### config.mk
export PLATFORM = sky130hd
export DESIGN_NAME = sleep_wake_supervisor
export DESIGN_NICKNAME = d
export VERILOG_FILES = /design/src/logic/sws_pkg.sv /design/src/logic/sws_retention_mem.sv /design/src/logic/sleep_wake_supervisor.sv
export VERILOG_INCLUDE_DIRS = /design/src /design/src/logic
export SDC_FILE = /design/constraint.sdc
export NUM_CORES = 1
export LEC_CHECK = 0
export BUFFER_PORTS_ARGS = -buffer_cell sky130_fd_sc_hd__clkbuf_2
export CAP_MARGIN = 20
export CORE_ASPECT_RATIO = 1.5
export CORE_UTILIZATION = 30
export DETAILED_ROUTE_END_ITERATION = 10
export SLEW_MARGIN = 5
export SYNTH_ARGS = -nofsm -noshare
export SYNTH_HDL_FRONTEND = slang
export SYNTH_SLANG_ARGS = --single-unit
### constraint.sdc
create_clock -name clk_sys -period 5.4 [get_ports clk_sys]
set_input_delay 0.54 -clock clk_sys [delete_from_list [all_inputs] [get_ports clk_sys]]
set_output_delay 0.54 -clock clk_sys [all_outputs]
set_load 0.02 [all_outputs]
### src/logic/sws_defines.svh
`ifndef SWS_DEFINES_SVH
`define SWS_DEFINES_SVH
// Timing derived from the 100 MHz system clock
`define SWS_CLK_HZ 100000000
`define SWS_WDOG_TICK_MS 1
`define SWS_MS_CYCLES ((`SWS_CLK_HZ / 1000) * `SWS_WDOG_TICK_MS)
// Supply and transition sequencing
`define SWS_NUM_SUPPLIES 3
`define SWS_SUPPLY_ALL_GOOD 3'h7
`define SWS_TRANS_CYCLES 16'h0010
// Retention memory geometry: 128 bytes
`define SWS_RET_DEPTH 128
`define SWS_RET_AW 7
// Reset values
`define SWS_RTC_RESET 64'h0000000000000000
`define SWS_WDOG_RESET 16'h0000
`define SWS_MS_RESET 17'h00000
`define SWS_TRANS_RESET 16'h0000
// Wake-pin polarity encodings
`define SWS_WAKE_ON_HIGH 1'b1
`endif

### src/logic/sws_pkg.sv
package sws_pkg;
   // Power states seen by software
   typedef enum logic [2:0] {
      SWS_ST_POR,
      SWS_ST_AWAKE,
      SWS_ST_TO_SLEEP,
      SWS_ST_ASLEEP,
      SWS_ST_TO_WAKE
   } sws_state_t;

   // Sleep configuration, as software leaves it before requesting sleep
   typedef struct packed {
      logic supplies_off;          // All supplies off except the second buck
      logic pulse_frequency_mode;  // Supplies run in pulse-frequency mode
      logic clock_mask;            // Gate the digital clock
      logic assert_reset;          // Hold digital node in reset while asleep
      logic slow_osc_sel;          // Count from slow oscillator while asleep
      logic wake_pin_en;           // Wake on pin
      logic wake_pin_level;        // Pin level that wakes
      logic wake_timer_en;         // Wake on counter match
   } sws_sleep_cfg_t;

   // Power-domain controls driven out
   typedef struct packed {
      logic digital_pwr_en;
      logic digital_clk_en;
      logic digital_rst_n;
      logic supply_other_en;
      logic second_buck_supply_en;
      logic pulse_frequency_mode;
   } sws_pwr_ctl_t;

   // Retention memory access port
   typedef struct packed {
      logic       we;
      logic [6:0] addr;
      logic [7:0] wdata;
   } sws_ret_req_t;
endpackage

### src/logic/sws_retention_mem.sv
`timescale 1ns/1ps
`include "sws_defines.svh"
// 128-byte memory on the always-on domain; keeps data through sleep
module sws_retention_mem
(
   input wire logic clk_sys,                 // System clock
   input wire logic aon_alive,               // Always-on domain powered
   input wire sws_pkg::sws_ret_req_t req,    // Access request
   output logic [7:0] rdata                  // Registered read data
);
   import sws_pkg::*;

   logic [7:0] mem [0:`SWS_RET_DEPTH-1];

   // Writes only when powered; contents are undefined after power loss
   always_ff @(posedge clk_sys)
   begin
      if (aon_alive && req.we)
         mem[req.addr] <= req.wdata;
      rdata <= mem[req.addr];
   end
endmodule // sws_retention_mem

### src/logic/sleep_wake_supervisor.sv
`timescale 1ns/1ps
`include "sws_defines.svh"
// How it works
// - Wake from sleep on selected pin level
// - Wake from sleep on counter compare match
// - Wake stimuli ignored while running
// - Stimulus during sleep entry is remembered
// - Sleep powers down digital node, and other supplies except second buck if selected
// - Counter increments each main-clock tick awake
// - Counter locked to 100 MHz timer clock
// - Optionally count slow oscillator while asleep
// - Slow tick adds programmable increment
// - 16-bit millisecond watchdog, 1 ms..65 s
// - Watchdog shares no state with counter
// - Unreloaded watchdog expiry resets chip
// - Watchdog reset cause readable after boot
// - Watchdog runs only while awake
// - Hold reset until all supplies good
// - Supply loss resets like cold start
// - Supply loss in transition resets system
// - 128-byte retention memory through sleep
module sleep_wake_supervisor
(
   input wire logic clk_sys,                        // 100 MHz main clock
   input wire logic reset_n,                        // Sync reset, active low
   input wire logic [2:0] supply_good,              // Power-good per supply
   input wire logic slow_tick,                      // 31,250 Hz tick, one cycle
   input wire logic wake_pin,                       // External wake pin
   input wire logic sleep_req,                      // Sleep request pulse
   input wire sws_pkg::sws_sleep_cfg_t sleep_cfg,   // Sleep configuration
   input wire logic [63:0] wake_compare,            // Counter wake value
   input wire logic [31:0] slow_increment,          // Added per slow tick
   input wire logic wdog_en,                        // Watchdog enable
   input wire logic [15:0] wdog_timeout_ms,         // Timeout in ms
   input wire logic wdog_reload,                    // Reload pulse
   input wire logic cause_clear,                    // Clear reset cause
   input wire sws_pkg::sws_ret_req_t ret_req,       // Retention access
   output logic [7:0] ret_rdata,                    // Retention read data
   output sws_pkg::sws_state_t power_state,         // Current power state
   output logic [63:0] rtc_count,                   // Real-time counter
   output logic [15:0] wdog_count,                  // Watchdog ms count
   output logic wdog_reset_cause,                   // Last reset by watchdog
   output logic sys_reset_n,                        // Chip reset, active low
   output sws_pkg::sws_pwr_ctl_t pwr_ctl            // Domain controls
);
   import sws_pkg::*;

   sws_state_t state;
   logic all_good;
   logic wdog_fire;
   logic wake_pending;
   logic wake_now;
   logic pin_hit;
   logic timer_hit;
   logic [15:0] trans_cnt;
   logic [16:0] ms_cnt;
   logic wdog_run;
   logic supply_fault;

   // Count of transition cycles at a fixed budget
   function automatic logic trans_done(input logic [15:0] cnt);
      trans_done = (cnt == (`SWS_TRANS_CYCLES - 16'h0001));
   endfunction

   assign all_good = (supply_good == `SWS_SUPPLY_ALL_GOOD);
   // Fault in any state other than POR forces a full restart
   assign supply_fault = !all_good;

   // Stimulus sources, evaluated in every state but latched only on the way down
   assign pin_hit = sleep_cfg.wake_pin_en && (wake_pin == sleep_cfg.wake_pin_level);
   assign timer_hit = sleep_cfg.wake_timer_en && (rtc_count >= wake_compare);
   assign wake_now = pin_hit || timer_hit || wake_pending;

   // Main power sequencer; supply faults win over everything
   always_ff @(posedge clk_sys)
   begin
      if (!reset_n)
         state <= SWS_ST_POR;
      else if (supply_fault)
         state <= SWS_ST_POR;
      else if (wdog_fire)
         state <= SWS_ST_POR;
      else
      begin
         unique case (state)
            SWS_ST_POR:
               state <= SWS_ST_AWAKE;
            SWS_ST_AWAKE:
               if (sleep_req)
                  state <= SWS_ST_TO_SLEEP;
            SWS_ST_TO_SLEEP:
               if (trans_done(trans_cnt))
                  state <= SWS_ST_ASLEEP;
            SWS_ST_ASLEEP:
               if (wake_now)
                  state <= SWS_ST_TO_WAKE;
            SWS_ST_TO_WAKE:
               if (trans_done(trans_cnt))
                  state <= SWS_ST_AWAKE;
         endcase
      end
   end

   // Transition timer, restarted on every state change
   always_ff @(posedge clk_sys)
   begin
      if (!reset_n)
         trans_cnt <= `SWS_TRANS_RESET;
      else if (state == SWS_ST_TO_SLEEP || state == SWS_ST_TO_WAKE)
         trans_cnt <= trans_done(trans_cnt) ? `SWS_TRANS_RESET : trans_cnt + 16'h0001;
      else
         trans_cnt <= `SWS_TRANS_RESET;
   end

   // A stimulus seen during sleep entry is held until asleep; ignored when awake
   always_ff @(posedge clk_sys)
   begin
      if (!reset_n)
         wake_pending <= 1'b0;
      else if (state == SWS_ST_TO_SLEEP && (pin_hit || timer_hit))
         wake_pending <= 1'b1;
      else if (state != SWS_ST_TO_SLEEP && state != SWS_ST_ASLEEP)
         wake_pending <= 1'b0;
      else if (state == SWS_ST_ASLEEP)
         wake_pending <= 1'b0;
   end

   // Real-time counter: per clock awake, increment per slow tick when selected
   // Kept on clk_sys so it stays cycle-locked with the processor timers
   always_ff @(posedge clk_sys)
   begin
      if (!reset_n || state == SWS_ST_POR)
         rtc_count <= `SWS_RTC_RESET;
      else if (state == SWS_ST_ASLEEP && sleep_cfg.slow_osc_sel)
      begin
         if (slow_tick)
            rtc_count <= rtc_count + {32'h00000000, slow_increment};
      end
      else
         rtc_count <= rtc_count + 64'h0000000000000001;
   end

   // Watchdog enabled only while awake; own prescaler, no shared count
   assign wdog_run = wdog_en && (state == SWS_ST_AWAKE);

   // Millisecond prescaler
   always_ff @(posedge clk_sys)
   begin
      if (!reset_n || !wdog_run || wdog_reload)
         ms_cnt <= `SWS_MS_RESET;
      else if (ms_cnt == 17'(`SWS_MS_CYCLES - 1))
         ms_cnt <= `SWS_MS_RESET;
      else
         ms_cnt <= ms_cnt + 17'h00001;
   end

   // Watchdog counts elapsed milliseconds toward the programmed timeout
   always_ff @(posedge clk_sys)
   begin
      if (!reset_n || !wdog_run || wdog_reload)
         wdog_count <= `SWS_WDOG_RESET;
      else if (ms_cnt == 17'(`SWS_MS_CYCLES - 1))
         wdog_count <= wdog_count + 16'h0001;
   end

   // Expiry when the elapsed count reaches the timeout (minimum 1 ms)
   assign wdog_fire = wdog_run && !wdog_reload && (wdog_timeout_ms != 16'h0000)
                      && (wdog_count >= wdog_timeout_ms);

   // Reset cause survives the watchdog reset; cleared by power loss or software
   always_ff @(posedge clk_sys)
   begin
      if (!reset_n || supply_fault)
         wdog_reset_cause <= 1'b0;
      else if (wdog_fire)
         wdog_reset_cause <= 1'b1;
      else if (cause_clear)
         wdog_reset_cause <= 1'b0;
   end

   // Chip reset held in POR and while any supply is bad
   always_ff @(posedge clk_sys)
   begin
      if (!reset_n)
         sys_reset_n <= 1'b0;
      else
         sys_reset_n <= all_good && !wdog_fire && (state != SWS_ST_POR);
   end

   // Domain controls; the low-power choice is software's to program
   always_ff @(posedge clk_sys)
   begin
      if (!reset_n)
         pwr_ctl <= '0;
      else if (state == SWS_ST_ASLEEP)
      begin
         pwr_ctl.digital_pwr_en <= 1'b0;
         pwr_ctl.digital_clk_en <= !sleep_cfg.clock_mask;
         pwr_ctl.digital_rst_n <= !sleep_cfg.assert_reset;
         pwr_ctl.supply_other_en <= !sleep_cfg.supplies_off;
         pwr_ctl.second_buck_supply_en <= 1'b1;
         pwr_ctl.pulse_frequency_mode <= sleep_cfg.pulse_frequency_mode;
      end
      else
      begin
         pwr_ctl.digital_pwr_en <= (state != SWS_ST_POR);
         pwr_ctl.digital_clk_en <= (state != SWS_ST_POR);
         pwr_ctl.digital_rst_n <= (state == SWS_ST_AWAKE);
         pwr_ctl.supply_other_en <= 1'b1;
         pwr_ctl.second_buck_supply_en <= 1'b1;
         pwr_ctl.pulse_frequency_mode <= 1'b0;
      end
   end

   assign power_state = state;

   // Retention store sits on the always-on domain, powered while supplies hold
   sws_retention_mem u_ret
   (
      .clk_sys(clk_sys),
      .aon_alive(all_good),
      .req(ret_req),
      .rdata(ret_rdata)
   );
endmodule // sleep_wake_supervisor

==> results of run 1 <==
==> Yosys cell counts (26+ instances only) <==
cell / number / share of area [%]
sky130_fd_sc_hd__a41oi_1: 27 / 0.50
sky130_fd_sc_hd__dfxtp_1: 133 / 5.7
sky130_fd_sc_hd__nand3_1: 57 / 0.61
sky130_fd_sc_hd__inv_1: 104 / 0.83
sky130_fd_sc_hd__a21o_1: 48 / 0.77
sky130_fd_sc_hd__a31oi_1: 48 / 0.64
sky130_fd_sc_hd__clkbuf_1: 112 / 0.90
sky130_fd_sc_hd__a21oi_1: 108 / 1.2
sky130_fd_sc_hd__nand2_1: 139 / 1.1
sky130_fd_sc_hd__ha_1: 115 / 3.1
sky130_fd_sc_hd__xor2_1: 40 / 0.75
sky130_fd_sc_hd__nand4_1: 81 / 1.1
sky130_fd_sc_hd__edfxtp_1: 1024 / 66
sky130_fd_sc_hd__and2_1: 36 / 0.48
sky130_fd_sc_hd__nor4_1: 26 / 0.35
sky130_fd_sc_hd__buf_1: 48 / 0.38
sky130_fd_sc_hd__xnor2_1: 49 / 0.92
sky130_fd_sc_hd__nor2_1: 253 / 2.0
sky130_fd_sc_hd__o21ai_0: 54 / 0.58
sky130_fd_sc_hd__a22oi_1: 342 / 5.5
sky130_fd_sc_hd__a22o_1: 77 / 1.4
sky130_fd_sc_hd__a221oi_1: 85 / 1.6
==> kinds of logic (layout without fill, tap and decap cells) <==
| kind of cell | Yosys count | after routing | synth area share (%) |
|---|---|---|---|
| buf+inv | 290 | 644 | 2.420 |
| flops | 1157 | 1157 | 71.33 |
| mux | 12 | 12 | 0.2751 |
| fa+ha+maj | 116 | 116 | 3.114 |
| compound gates | 870 | 870 | 13.58 |
| other cells | 0 | 1 | 0 |
| simple gates | 720 | 720 | 7.615 |
| xor+xnor | 89 | 89 | 1.664 |
==> sequential cells by signal (all words and copies together) (netlist names) <==
signal            count
u_ret.mem          1024
rtc_count            64
ms_cnt               17
trans_cnt            16
wdog_count           16
u_ret.rdata           8
pwr_ctl               6
power_state           3
sys_reset_n           1
wake_pending          1
wdog_reset_cause      1
==> path summary, 6_finish.rpt <==
path                                     start                to  slack [ps]
worst max-delay path            power_state[0]     rtc_count[57]         790
worst min-delay path               cause_clear  wdog_reset_cause          90
worst max register to register  power_state[0]     rtc_count[57]         790
worst min register to register    trans_cnt[0]      trans_cnt[0]         470
==> worst max-delay path, stage by stage, from the launching register on <==
cell	delay [ps]
sky130_fd_sc_hd__dfxtp_1	480
sky130_fd_sc_hd__nor2b_1	170
sky130_fd_sc_hd__buf_4	150
sky130_fd_sc_hd__and3_1	510
sky130_fd_sc_hd__buf_4	320
sky130_fd_sc_hd__and2_1	160
sky130_fd_sc_hd__ha_1	220
sky130_fd_sc_hd__o21ai_0	130
sky130_fd_sc_hd__o21ai_0	330
sky130_fd_sc_hd__and3_1	280
sky130_fd_sc_hd__o21ai_1	120
sky130_fd_sc_hd__o311ai_1	740
sky130_fd_sc_hd__a21o_1	250
sky130_fd_sc_hd__a21oi_1	140
sky130_fd_sc_hd__or3_1	370
sky130_fd_sc_hd__a21oi_1	140
==> layer usage <==
metal / GRT usage [%] / wire [microns] / up-vias
met5: 0 / 26 / -
met4: 9.352 / 7728 / 4
met3: 2.386 / 8463 / 307
met2: 30.43 / 70640 / 1308
met1: 20.04 / 52770 / 15310
li1: - / - / 13420
==> final cells by class <==
type,instances,area [sq um]
fillers,14880,100700
inverters,104,390.4
clock buffers,133,2796
well taps,2058,2575
repair buffers,343,2115
multi-input cells,1807,12360
diodes,1,2.502
clock inverters,64,653.1
flip-flops and latches,1157,33410
==> where the power goes <==
part	internal [mW]	leakage, nW	switching [mW]
registers	9.74	10.3	0.0156
clock network	4.17	1.66	3.37
logic	0.222	6.06	0.559
==> flow_summary_export.csv, run 1 <==
group,metric,value,unit
finish,layout.nets,3783,
clock_network,cts.clk_slew.worst_paths,70,ps
timing,grt_setup_unrepaired,"false",
logic_synthesis,netlist_instances,3254,
clock_network,cts_num_sinks,1157,
global_route,grt_usage,17.20,%
power,power.density_cell_area,332.8,mW/mm^2
logic_synthesis,async_reset_ff_share,0,%
place,placedInstanceArea,0.05082,sq mm
clock_network,cts.hold.buffers_added,3,
die,io_pins,246,
logic_synthesis,synth-main-ff-cell,"sky130_fd_sc_hd__edfxtp_1",
global_route,number_of_antenna_violations_at_the_first_check_in_global_routing,6,
die,floorplan.core_area,0.1550,sq mm
finish,layout_common_cells,"1024 x sky130_fd_sc_hd__edfxtp_1, 342 x sky130_fd_sc_hd__a22oi_1, 252 x sky130_fd_sc_hd__nor2_1, 237 x sky130_fd_sc_hd__clkbuf_2, 137 x sky130_fd_sc_hd__nand2_1",
outcome,outcome,"complete, no violations",
power,p_leak,18.00,nW
global_route,grt_pass1_vias,29840,
finish,finalCoreUtilization,35.03,%
worst_hold_path,worst_hold_stages,4,
die,floorplan.die.height,486.0,microns
timing,layout_min_cycle_time,4608,ps
global_route,grt_overflow_total,0,
logic_synthesis,yosysWarnings,0,
logic_synthesis,number_of_enable_flip_flop_cells_after_synthesis,1024,
finish,finalNonFillerCells,5667,
detailed_routing,wl_per_cell,24.64,microns
place,numPortBuffers,245,
finish,layout_commonest_cell,"sky130_fd_sc_hd__edfxtp_1",
timing,worst_slack,792.5,ps
die,fp.dieArea,0.1578,sq mm
clock_network,number_of_cts_inserted_buffers,107,
logic_synthesis,syn_area_per_cell,14.40,sq um
setup_path,setup.worst_path.class,"reg2reg",
timing,tightestPinTransition,1099,ps
die,initial_utilization,30.22,%
clock_network,cts_tree,"yes",
flow_run,maximum_capacitance_violations,0,
worst_hold_path,min-delay-path-class,"in2reg",
clock_network,clk_latency,730,ps
clock_network,cts_root_buf,"sky130_fd_sc_hd__clkbuf_16",
logic_synthesis,synth_seq_cells,1157,
timing,fin_setup_tns,0,ps
power,design_power_total,18.07,mW
timing,finalHoldWorstSlack,92.76,ps
setup_path,critPathArrivalTime,5260,ps
detailed_routing,detail-route-antenna-nets,0,
logic_synthesis,synth_cell_type_count,71,
detailed_routing,route.detailed.vias_per_inst,5.355,
finish,syn2layout_area_growth,15.92,%
setup_path,timing.critical_path.from_type,"register",
global_route,first_pass_grt_wire_length,202900,microns
logic_synthesis,mappedNetlistNets,3517,
clock_network,cts.path.max_buffers,3,
place,preCtsSetupSlack,823.6,ps
detailed_routing,wl,139600,microns
clock_network,post_cts.resized_instances,0,
place,globalplace.congestion,0.8821,
timing,final_min_period_over_clock_period,85.32,%
setup_path,crit_fanout,19,
timing,final_hold_viol_count,0,
clock_network,postCtsSetupRepairBufs,0,
timing,slew-limit-headroom,25.82,%
finish,drive_gt1_share,14.30,%
detailed_routing,dr.pass1.iters,5,
clock_network,cts-htree-levels,3,
timing,report.final.slew_viol_count,0,
logic_synthesis,synth_sequential_area_ratio,71.33,%
power,max-vdd-ir-drop,249.3,uV
detailed_routing,via_count,30350,
setup_path,required,6050,ps
place,post-dp-hpwl,89590,microns
timing,maximum_clock_skew_at_final_layout,22.68,ps
logic_synthesis,post_synth_instance_area,0.04684,sq mm
global_route,pin_count_of_the_biggest_net_entering_global_routing,94,
setup_path,endpoint_kind,"register",
detailed_routing,drc_errors,0,
die,dieWidth,324.6,microns
timing,achievable-frequency,217.0,MHz
finish,layout.cell_area.non_filler,0.05430,sq mm
die,placement_rows,177,
timing,timing.final.setup_violations,0,
place,place.detailed.instances,5466,
detailed_routing,drt-initial-drc-count,2752,
setup_path,worst-r2r-cell-count,15,
Power figures use the tool's default switching activity.
==> run 2: changes to the inputs <==
Settings changed: BUFFER_PORTS_ARGS -buffer_cell sky130_fd_sc_hd__clkbuf_2 to -buffer_cell sky130_fd_sc_hd__buf_2.
==> run 2 against run 1 <==
  * Wire length increased by 0.39%
  * Clock-buffer cell count rose by 2
  * Clock power shrank 1%
  * First-iteration DRC count up 11%
  * Worst hold slack gained 14 ps
  * Die area unchanged
  * Highest routed layer unchanged
  * Worst setup slack got worse by 58 ps
  * Critical path type unchanged
  * Combinational power down 0.8%
  * Total power is 0.57% lower
  * Global-route usage about the same
  * Largest power group unchanged
==> flow_summary_export.csv, run 2 (synthesized netlist as in run 1, its figures left out) <==
group,metric,value,unit
die,floorplan.core_area,0.1550,sq mm
global_route,grt_usage,17.25,%
setup_path,largest_stage_delay_worst_path,550,ps
detailed_routing,route.detailed.vias_per_inst,5.323,
die,dieWidth,324.6,microns
clock_network,cts-htree-levels,3,
setup_path,timing.critical_path.to,"rtc_count[42]",
power,max-vdd-ir-drop,264.0,uV
finish,layout.cell_area.non_filler,0.05436,sq mm
setup_path,timing.rr.start,"power_state[0]",
detailed_routing,drc_errors,0,
detailed_routing,detail-route-antenna-nets,0,
detailed_routing,drt-initial-drc-count,3048,
clock_network,cts_root_buf,"sky130_fd_sc_hd__clkbuf_16",
die,fp.dieArea,0.1578,sq mm
place,numPortBuffers,245,
die,floorplan.die.height,486.0,microns
setup_path,path_buf_inv,2,
clock_network,number_of_cts_inserted_buffers,105,
finish,syn2layout_area_growth,16.06,%
timing,fin_setup_tns,0,ps
timing,tightestPinTransition,1126,ps
setup_path,critPathArrivalTime,5250,ps
clock_network,cts.clk_slew.worst_paths,60,ps
finish,largest_register_ff_count,1024,
power,clock_power_share,41.4,%
global_route,first_pass_grt_wire_length,203200,microns
power,p_int,14.00,mW
global_route,grt_overflow_total,0,
clock_network,cts.path.max_buffers,3,
power,design_power_total,17.97,mW
finish,layout.nets,3795,
global_route,pin_count_of_the_biggest_net_entering_global_routing,90,
setup_path,cpLargestDelayFamily,"simple AND/OR/NAND/NOR gates",
finish,drive_gt1_share,14.75,%
finish,finalNonFillerCells,5684,
setup_path,reg2reg_setup_slack,730,ps
die,initial_utilization,30.22,%
flow_run,maximum_capacitance_violations,0,
setup_path,critical_path.slowest_cell,"sky130_fd_sc_hd__nor4b_1",
timing,layout_min_cycle_time,4665,ps
timing,final_hold_viol_count,0,
setup_path,cp.depth,15,
global_route,number_of_antenna_violations_at_the_first_check_in_global_routing,6,
clock_network,clk_latency,750,ps
timing,final_min_period_over_clock_period,86.39,%
detailed_routing,wl_per_cell,24.66,microns
setup_path,startpoint,"power_state[0]",
place,globalplace.congestion,0.8912,
setup_path,timing.critical_path.from_type,"register",
worst_hold_path,min-delay-path-class,"in2reg",
setup_path,timing.critical_path.cells,"nor2b_1 -> buf_4 -> and3_1 -> buf_4 -> and2_1 -> ha_1 -> nor2b_1 -> o2111ai_1 -> a31oi_1 -> a31oi_1 -> o211ai_1 -> a41oi_2 -> nor4b_1 -> xnor2_1 -> nor2_1",
power,p_leak,18.11,nW
timing,slew-limit-headroom,24.63,%
finish,nFillCells,14930,
power,p_seq_share,54.3,%
detailed_routing,via_count,30260,
finish,layout_common_cells,"1024 x sky130_fd_sc_hd__edfxtp_1, 342 x sky130_fd_sc_hd__a22oi_1, 252 x sky130_fd_sc_hd__nor2_1, 237 x sky130_fd_sc_hd__buf_2, 137 x sky130_fd_sc_hd__nand2_1",
finish,largest-register,"u_ret.mem",
setup_path,required,5990,ps
detailed_routing,dr.pass1.iters,6,
place,post-dp-hpwl,90250,microns
clock_network,cts_tree,"yes",
detailed_routing,wl,140200,microns
power,net-switching-power,3.975,mW
die,placement_rows,177,
finish,largest_registers,"u_ret.mem x1024, rtc_count x64, ms_cnt x17",
timing,timing.final.setup_violations,0,
timing,grt_setup_unrepaired,"false",
power,p_sw_share,22.12,%
die,io_pins,246,
setup_path,endpoint_kind,"register",
timing,achievable-frequency,214.4,MHz
setup_path,regToRegEndpoint,"rtc_count[42]",
setup_path,setup.worst_path.class,"reg2reg",
setup_path,worst-r2r-cell-count,15,
power,power.density_cell_area,330.6,mW/mm^2
worst_hold_path,worst_hold_stages,4,
clock_network,post_cts.resized_instances,0,
finish,layout_commonest_cell,"sky130_fd_sc_hd__edfxtp_1",
clock_network,cts_num_sinks,1157,
global_route,grt_pass1_vias,29720,
place,placedInstanceArea,0.05092,sq mm
outcome,outcome,"complete, no violations",
power,comb_power_share,4.3,%
timing,finalHoldWorstSlack,107.2,ps
timing,report.final.slew_viol_count,0,
place,place.detailed.instances,5479,
setup_path,crit_fanout,19,
timing,maximum_clock_skew_at_final_layout,52.24,ps
run 2: cell types whose count changed in the layout (fill, tap and decap cells not counted), moves of 3 or more:
cell                         previous run  this run
sky130_fd_sc_hd__buf_2                  0       237
sky130_fd_sc_hd__buf_4                 93       106
sky130_fd_sc_hd__bufinv_16             10         7
sky130_fd_sc_hd__clkinvlp_2             3         0
sky130_fd_sc_hd__clkinv_2              11        17
sky130_fd_sc_hd__clkinv_1              28        22
sky130_fd_sc_hd__clkbuf_2             237         0
sky130_fd_sc_hd__clkbuf_8               0         5
sky130_fd_sc_hd__diode_2                1         6
run 2: worst min-delay path, cell delays in order:
cell	delay (ps)
sky130_fd_sc_hd__buf_2	100
sky130_fd_sc_hd__inv_1	40
sky130_fd_sc_hd__a21oi_1	50
sky130_fd_sc_hd__nor2_1	70
run 2: final cells by class:
type                       instances  area, sq um  share of cell area, %
clock inverter                    60        581.8                  1.070
timing repair buffer             357         2222                  4.087
sequential                      1157        33410                  61.46
antenna                            6        15.01                0.02762
clock buffer                     135         2811                  5.171
multi-input combinational       1807        12360                  22.73
inverter                         104        390.4                 0.7181
tap                             2058         2575                  4.736
run 2: per-layer routing:
layer  GRT usage (%)  routed length, microns  vias to the layer above  part of all wire, %
li1                -                       -                    13460                    -
met1           19.92                   52350                    15180                   37
met2           30.65                   71610                     1355                   51
met3           2.737                    8998                      260                  6.4
met4           8.942                    7189                        2                  5.1
met5               0                      10                        -               0.0071
run 2: worst min-delay path by stage:
stage	start	end	slack, ps
final	cause_clear	wdog_reset_cause	110
after detailed placement	trans_cnt[0]	trans_cnt[0]	450
after global placement	ms_cnt[0]	ms_cnt[0]	440
after global routing	cause_clear	wdog_reset_cause	120
after CTS	cause_clear	wdog_reset_cause	50
after floorplan	trans_cnt[0]	trans_cnt[0]	430
run 2: through the flow:
step,setup WS (ps),util (%)
floorplan,1370,-
global placement,868.9,32.84
detailed placement,773.0,32.84
CTS,724.8,35.06
global route,390.3,35.06
finish,734.8,35.07
run 2: repair_timing:
| action | 4_1_cts | 5_1_grt |
|---|---|---|
| endpoints found under the setup margin | 0 | 0 |
| buffers inserted | 0 | 0 |
| hold buffers | 4 | 0 |
| hold endpoints to repair | 4 | 0 |
run 2: power by group through the flow:
stage,Combinational [mW],Sequential [mW],Clock (mW)
after floorplan,0.321,9.95,0
after global placement,0.767,9.95,0
after detailed placement,0.775,9.94,0
after CTS,0.780,9.75,7.57
after global routing,0.824,9.75,7.89
final,0.775,9.75,7.44
